`src/rss_pkg.sv`:
```
package rss_pkg;
    localparam int          CLK_HZ           = 20_000_000;
    localparam logic [7:0]  LA_DYNAMIC       = 8'hff;
    localparam logic [15:0] BASE_OFFSET      = 16'hc000;
    localparam int          BASE_SHIFT       = 6;
    localparam int          TEST_LIMIT_S     = 5;
    localparam int          TEST_LIMIT_CYC   = TEST_LIMIT_S * CLK_HZ;
    localparam int          ERR_W            = 8;

    typedef enum logic [2:0] {
        RSS_IDLE,
        RSS_IFACE,
        RSS_INSTR,
        RSS_CMD,
        RSS_PASSED,
        RSS_FAILED
    } rss_state_t;

    typedef struct packed {
        logic             done;
        logic             pass;
        logic [ERR_W-1:0] errors;
    } rss_result_t;
endpackage : rss_pkg

```
`src/rss_sequencer.sv`:
```
`timescale 1ns/100ps
`default_nettype none
// Operation
// base address is 64 times logical address plus 49152
// switch value ffh selects dynamic logical address instead of switches
// start-up tests run interface and instrument; commanded test runs instrument only
// backplane reset line starts the reset and self-test sequence
// commander reset bit starts the reset and self-test sequence
// analog inputs isolated during power-on and any self test
// reset entry asserts system-failure line and failure indicator
// interface pass releases failure line to passed; fail keeps it, failed
// failures of any self test are recorded for later error query; code records nothing for a timed-out test
// defaults restored after reset-initiated self test; code restores none after an interface failure
// commanded self test leaves system-failure line deasserted
// commanded test restores defaults but keeps its errors queued
// inhibit from resource manager releases failure line unless +5 V lost
// reset-initiated test ends within 5 seconds; commanded test exempt
// commander should assert failure inhibit together with soft reset
// after power-on, ready for programming within five seconds; code never raises ready after an interface failure
// failure line held steadily from reset entry until interface outcome known
module rss_sequencer
    import rss_pkg::*;
#(
    parameter int TEST_LIMIT = TEST_LIMIT_CYC
) (
    input  wire logic             clk,
    input  wire logic             srst,
    input  wire logic [3:0]       upper_address_switch,
    input  wire logic [3:0]       lower_address_switch,
    input  wire logic             backplane_reset_n,
    input  wire logic             soft_reset_bit,
    input  wire logic             test_cmd,
    input  wire logic             sysfail_inhibit,
    input  wire logic             power_5v_ok,
    input  wire rss_result_t      iface_result,
    input  wire rss_result_t      instr_result,
    output logic                  sysfail_n_o,
    output logic                  sysfail_n_oe,
    output logic                  failure_indicator,
    output logic                  inputs_isolated,
    output logic                  iface_test_start,
    output logic                  instr_test_start,
    output logic                  defaults_restore,
    output logic                  ready,
    output logic                  dynamic_config,
    output logic [15:0]           base_address,
    output logic [ERR_W-1:0]      error_record
);
    // pins from the backplane pass two flops first
    logic [1:0] rst_sync_reg;
    logic [1:0] inh_sync_reg;
    logic [1:0] pwr_sync_reg;
    logic       bp_rst;
    logic       inhibit;
    logic       pwr_ok;

    always_ff @(posedge clk) begin
        if (srst) begin
            rst_sync_reg <= 2'h3;
            inh_sync_reg <= 2'h0;
            pwr_sync_reg <= 2'h3;
        end else begin
            rst_sync_reg <= {rst_sync_reg[0], backplane_reset_n};
            inh_sync_reg <= {inh_sync_reg[0], sysfail_inhibit};
            pwr_sync_reg <= {pwr_sync_reg[0], power_5v_ok};
        end
    end
    assign bp_rst  = ~rst_sync_reg[1];
    assign inhibit = inh_sync_reg[1];
    assign pwr_ok  = pwr_sync_reg[1];

    // switches are static, read through the same two-flop path
    logic [7:0] la_meta_reg;
    logic [7:0] la_reg;
    always_ff @(posedge clk) begin
        la_meta_reg <= {upper_address_switch, lower_address_switch};
        la_reg      <= la_meta_reg;
    end

    always_ff @(posedge clk) begin
        if (srst) begin
            base_address   <= BASE_OFFSET;
            dynamic_config <= 1'b0;
        end else begin
            base_address   <= (16'(la_reg) << BASE_SHIFT) + BASE_OFFSET;
            dynamic_config <= (la_reg == LA_DYNAMIC);
        end
    end

    rss_state_t  state_reg;
    logic        sysfail_reg;
    logic [31:0] timer_reg;
    logic        reset_event;
    logic        time_up;
    logic        cmd_accept;

    // power-on is the srst release itself
    assign reset_event = bp_rst || soft_reset_bit;
    // a hung engine must not outlast the start-up limit
    assign time_up     = timer_reg >= 32'(TEST_LIMIT - 2);
    assign cmd_accept  = (state_reg == RSS_PASSED || state_reg == RSS_IDLE) && test_cmd &&
                         !reset_event;

    always_ff @(posedge clk) begin
        if (srst || reset_event) begin
            state_reg <= RSS_IFACE;
        end else begin
            case (state_reg)
                RSS_IFACE: begin
                    if (iface_result.done) begin
                        state_reg <= iface_result.pass ? RSS_INSTR : RSS_FAILED;
                    end else if (time_up) begin
                        // silent interface engine counts as failed
                        state_reg <= RSS_FAILED;
                    end
                end
                RSS_INSTR: begin
                    // timeout forces completion within the start-up limit
                    if (instr_result.done || time_up) begin
                        state_reg <= RSS_PASSED;
                    end
                end
                RSS_CMD: begin
                    if (instr_result.done) begin
                        state_reg <= RSS_PASSED;
                    end
                end
                RSS_PASSED, RSS_IDLE: begin
                    if (test_cmd) begin
                        state_reg <= RSS_CMD;
                    end
                end
                default: begin
                    state_reg <= state_reg;
                end
            endcase
        end
    end

    always_ff @(posedge clk) begin
        if (srst || reset_event || state_reg == RSS_CMD) begin
            timer_reg <= 32'h0;
        end else if (state_reg == RSS_IFACE || state_reg == RSS_INSTR) begin
            timer_reg <= timer_reg + 32'h1;
        end
    end

    // failure line: set on reset, held through interface test
    always_ff @(posedge clk) begin
        if (srst) begin
            sysfail_reg <= 1'b1;
        end else if (reset_event) begin
            sysfail_reg <= 1'b1;
        end else if (state_reg == RSS_IFACE && iface_result.done) begin
            sysfail_reg <= ~iface_result.pass;
        end
        // rail loss acts through line_active only, so the line frees when it returns
    end

    logic line_active;
    // inhibit suppresses drive except when +5 V is lost
    assign line_active = (sysfail_reg || !pwr_ok) && !(inhibit && pwr_ok);

    always_ff @(posedge clk) begin
        if (srst) begin
            sysfail_n_o       <= 1'b0;
            sysfail_n_oe      <= 1'b0;
            failure_indicator <= 1'b1;
        end else begin
            sysfail_n_o       <= 1'b0;
            sysfail_n_oe      <= ~line_active;
            failure_indicator <= line_active;
        end
    end

    logic testing;
    assign testing = (state_reg == RSS_IFACE) || (state_reg == RSS_INSTR) ||
                     (state_reg == RSS_CMD);

    always_ff @(posedge clk) begin
        if (srst) begin
            inputs_isolated  <= 1'b1;
            iface_test_start <= 1'b0;
            instr_test_start <= 1'b0;
            ready            <= 1'b0;
        end else begin
            inputs_isolated  <= testing || reset_event || cmd_accept;
            iface_test_start <= reset_event;
            instr_test_start <= (state_reg == RSS_IFACE && iface_result.done &&
                                 iface_result.pass && !reset_event) || cmd_accept;
            ready            <= (state_reg == RSS_PASSED) && !reset_event && !cmd_accept;
        end
    end

    // defaults pulse at end of an instrument or commanded test, not after an interface failure; errors survive it
    always_ff @(posedge clk) begin
        if (srst) begin
            defaults_restore <= 1'b0;
        end else begin
            defaults_restore <= !reset_event &&
                ((state_reg == RSS_INSTR && (instr_result.done ||
                  time_up)) ||
                 (state_reg == RSS_CMD && instr_result.done));
        end
    end

    always_ff @(posedge clk) begin
        if (srst) begin
            error_record <= '0;
        end else if (reset_event) begin
            error_record <= '0;
        end else if (state_reg == RSS_IFACE && iface_result.done) begin
            error_record <= error_record | iface_result.errors;
        end else if ((state_reg == RSS_INSTR || state_reg == RSS_CMD) && instr_result.done) begin
            error_record <= error_record | instr_result.errors;
        end
    end
endmodule : rss_sequencer
`default_nettype wire
```
`config.mk`:
```
export PLATFORM = sky130hd
export DESIGN_NAME = rss_sequencer
export DESIGN_NICKNAME = d
export VERILOG_FILES = /design/src/rss_pkg.sv /design/src/rss_sequencer.sv
export SDC_FILE = /design/constraint.sdc
export NUM_CORES = 1
export LEC_CHECK = 0
export ABC_AREA = 1
export BUFFER_PORTS_ARGS = -buffer_cell sky130_fd_sc_hd__buf_2
export CAP_MARGIN = 30
export CORE_ASPECT_RATIO = 2
export CORE_MARGIN = 4
export CORE_UTILIZATION = 55
export DETAILED_ROUTE_END_ITERATION = 7
export PLACE_DENSITY = 0.83
export SYNTH_ARGS = -nofsm -noshare
export SYNTH_HDL_FRONTEND = slang
export SYNTH_SLANG_ARGS = --single-unit
```
`constraint.sdc`:
```
create_clock -name clk -period 1.9 [get_ports clk]
set_input_delay 0.285 -clock clk [delete_from_list [all_inputs] [get_ports clk]]
set_output_delay 0.285 -clock clk [all_outputs]
set_load 0.02 [all_outputs]
```
==> flow_metrics.tcl <==
set metrics [dict create \
    status "finished, final reports clean" \
    die_area_um2 8090 \
    synthCells 517 \
    crit_top_cell "nand2_1" \
    first_pass_iters 5 \
    place.detailed.hpwl_um 6420 \
    ant_nets 0 \
    maxSlewViolCount 0 \
    ff2ff_setup_slack_ns 0.27 \
    port_buffers 57 \
    yosysSeqAreaShare_pct 44.9 \
    min-delay-start "lower_address_switch[2]" \
    root_buffer "clkbuf_16" \
    fill_cells 546 \
    vdd.ir_drop.worst_mv 0.875 \
    antenna_found_initial 0 \
    regToRegStartpoint "timer_reg[14]" \
    ios 68 \
    grt_pass1_wl_um 13800 \
    wirelength_um 8450 \
    die_h_um 123 \
    h-tree-depth 3 \
    core_area_um2 6360 \
    crit_family "simple AND/OR/NAND/NOR gates" \
    clk_pin_slew_ns 0.07 \
    numCtsBuffers 9 \
    grt_pass1_vias 3356 \
    hold_buffers 0 \
    cts.path.max_buffers 2 \
    cts_resized 0 \
    critical_path_class "reg -> reg" \
    grt_use_total_pct 22.2 \
    routedWlPerCell_um 12.5 \
    max_stage_delay_ns 0.44 \
    via_count 3412 \
    rsz0062_at_grt "no" \
    worstPathArrival_ns 1.87 \
    p_leak_uw 0.00189 \
    drtIter0Drc 215 \
    cp.required_ns 2.14 \
    fin_crit_ns 1.63 \
    yosys_register_bits 82 \
    cp_cell_sequence "nand2_1 -> nor2_2 -> inv_1 -> nor2_1 -> nand3_1 -> nand3_2 -> nand2_1 -> nand3_1 -> nand2_1" \
    crit_path_end_kind "flip-flop" \
    max_freq_mhz 614 \
    cpMaxStageDelayCell "dfxtp_1" \
    grt-ovfl-total 0 \
    viasPerCell 5.06 \
    stdcell_count 674 \
    hold_depth 1 \
    crit_path_max_fanout 5 \
    clk_latency_ns 0.34 \
    p_per_area_nw_per_um2 893 \
    reg2reg_to "state_reg[2]" \
    whs_endpoint "la_meta_reg[2]" \
    hp-class "in -> reg" \
    postSynthAreaPerCell_um2 7.06 \
    gp_congestion 0.955 \
    finClkSkew_ns 0.00748 \
    post-place-cells 658 \
    rows 41 \
    whs_ns 0.0393 \
    cap_violations 0 \
    setup_violations 0 \
    reg2regPathDepth 9 \
    grt_max_degree 19 \
    route.detailed.drc 0 \
    synth_warnings 0 \
    hold_viol 0 \
    final.setup.tns_ns 0 \
    post_cts_buffers 0 \
    nets 620 \
    ys_types 32 \
    die_w_um 65.6 \
    largest_reg_flops 32 \
    syn_to_final_growth_pct 18.5 \
    timing.critical_path.buf_inv 1 \
    layout-drive-gt1-share_pct 19.6 \
    fin_crit_sh_pct 85.8 \
    start_kind "flip-flop" \
    cts_tree "done" \
    clock-sinks 82 \
    synth_area_um2 3650 \
    start_util_pct 57.4 \
    antenna_cells 0 \
]
-- report_power, final --
part,total (µW),internal [µW],switching [µW]
Sequential,1800,1780,22.9
Clock,1700,934,764
Combinational,369,119,250
Total,3870,2830,1040
-- cell usage after synthesis --
cell type	n	share of area [%]
buf_1	2	0.21
nor4_1	2	0.34
nor2_1	75	7.7
dfxtp_1	82	45
o21ai_1	1	0.14
buf_4	9	1.8
inv_2	5	0.51
a31oi_1	9	1.5
conb_1	2	0.21
nand3b_1	7	1.4
nor2_2	9	1.5
o22ai_1	1	0.17
buf_2	5	0.69
nand3_1	25	3.4
clkbuf_1	1	0.10
o21ai_0	10	1.4
xnor2_1	1	0.24
nand4_1	3	0.51
nand2_1	152	16
nand2_2	3	0.51
o21ba_2	1	0.27
nand2_4	2	0.62
inv_1	57	5.9
and3_1	1	0.17
nor2_4	5	1.5
nor2_8	1	0.55
nand3_2	4	1.1
ha_1	2	0.69
xor2_1	5	1.2
a21oi_1	28	3.8
or2_2	4	0.69
nor3_1	3	0.41
-- cell families (layout without fill, tap and decap cells) --
family | Yosys count | in the layout | synth area share (%)
simple gates | 296 | 296 | 36.2
flops | 82 | 82 | 44.9
buf+inv | 79 | 143 | 9.22
compound gates | 50 | 50 | 7.33
xor+xnor | 6 | 6 | 1.44
fa+ha+maj | 2 | 2 | 0.685
other cells | 2 | 9 | 0.206
-- per-layer routing --
| layer | wire length, µm | vias up | track usage [%] |
|---|---|---|---|
| met1 | 2920 | 1540 | 20.0 |
| met4 | 437 | 0 | 17.7 |
| met5 | 0 | - | 0 |
| li1 | - | 1725 | - |
| met3 | 417 | 34 | 4.73 |
| met2 | 4670 | 113 | 40.9 |
-- worst max path at each step --
stage	startpoint	end	slack (ns)	cells after the start
after floorplan	timer_reg[1]	timer_reg[16]	0.45	8
after global placement	timer_reg[14]	state_reg[0]	0.39	9
after detailed placement	timer_reg[14]	state_reg[2]	0.35	9
after CTS	timer_reg[1]	timer_reg[16]	0.33	7
after global routing	timer_reg[14]	state_reg[0]	0.14	9
final	timer_reg[14]	state_reg[2]	0.27	9
-- layout make-up --
type                    count  area [µm²]  area share [%]
inverters                  62         233            5.38
clock inverters             7        76.3            1.76
repair buffers             65         345            7.98
flip-flops and latches     82        1640            37.9
multi-input cells         363        1700            39.3
clock buffers               9         225            5.20
well taps                  86         108            2.49
-- cell usage in the layout, fill, tap and decap left out, types with 3 or more instances in the layout --
cell type  instances
nand2_1          152
dfxtp_1           82
nor2_1            75
inv_1             57
buf_2             57
a21oi_1           28
nand3_1           25
o21ai_0           10
nor2_2             9
a31oi_1            9
conb_1             9
clkbuf_16          9
buf_4              8
nand3b_1           7
inv_2              5
nor2_4             5
xor2_1             5
or2_2              4
nand3_2            4
nand2_2            3
nor3_1             3
nand4_1            3
inv_8              3
-- metrics by stage --
step	total power, µW	utilization (%)	instance area [µm²]	setup slack, ns
5_1_grt	4030	68.1	4330	0.140
3_3_place_gp	2180	63.3	4030	0.387
4_1_cts	3910	68.1	4330	0.334
3_5_place_dp	2200	63.3	4030	0.345
2_1_floorplan	2080	-	3680	0.446
6_report	3870	68.1	4330	0.270
Note: power is estimated with default switching activity, not from simulation.
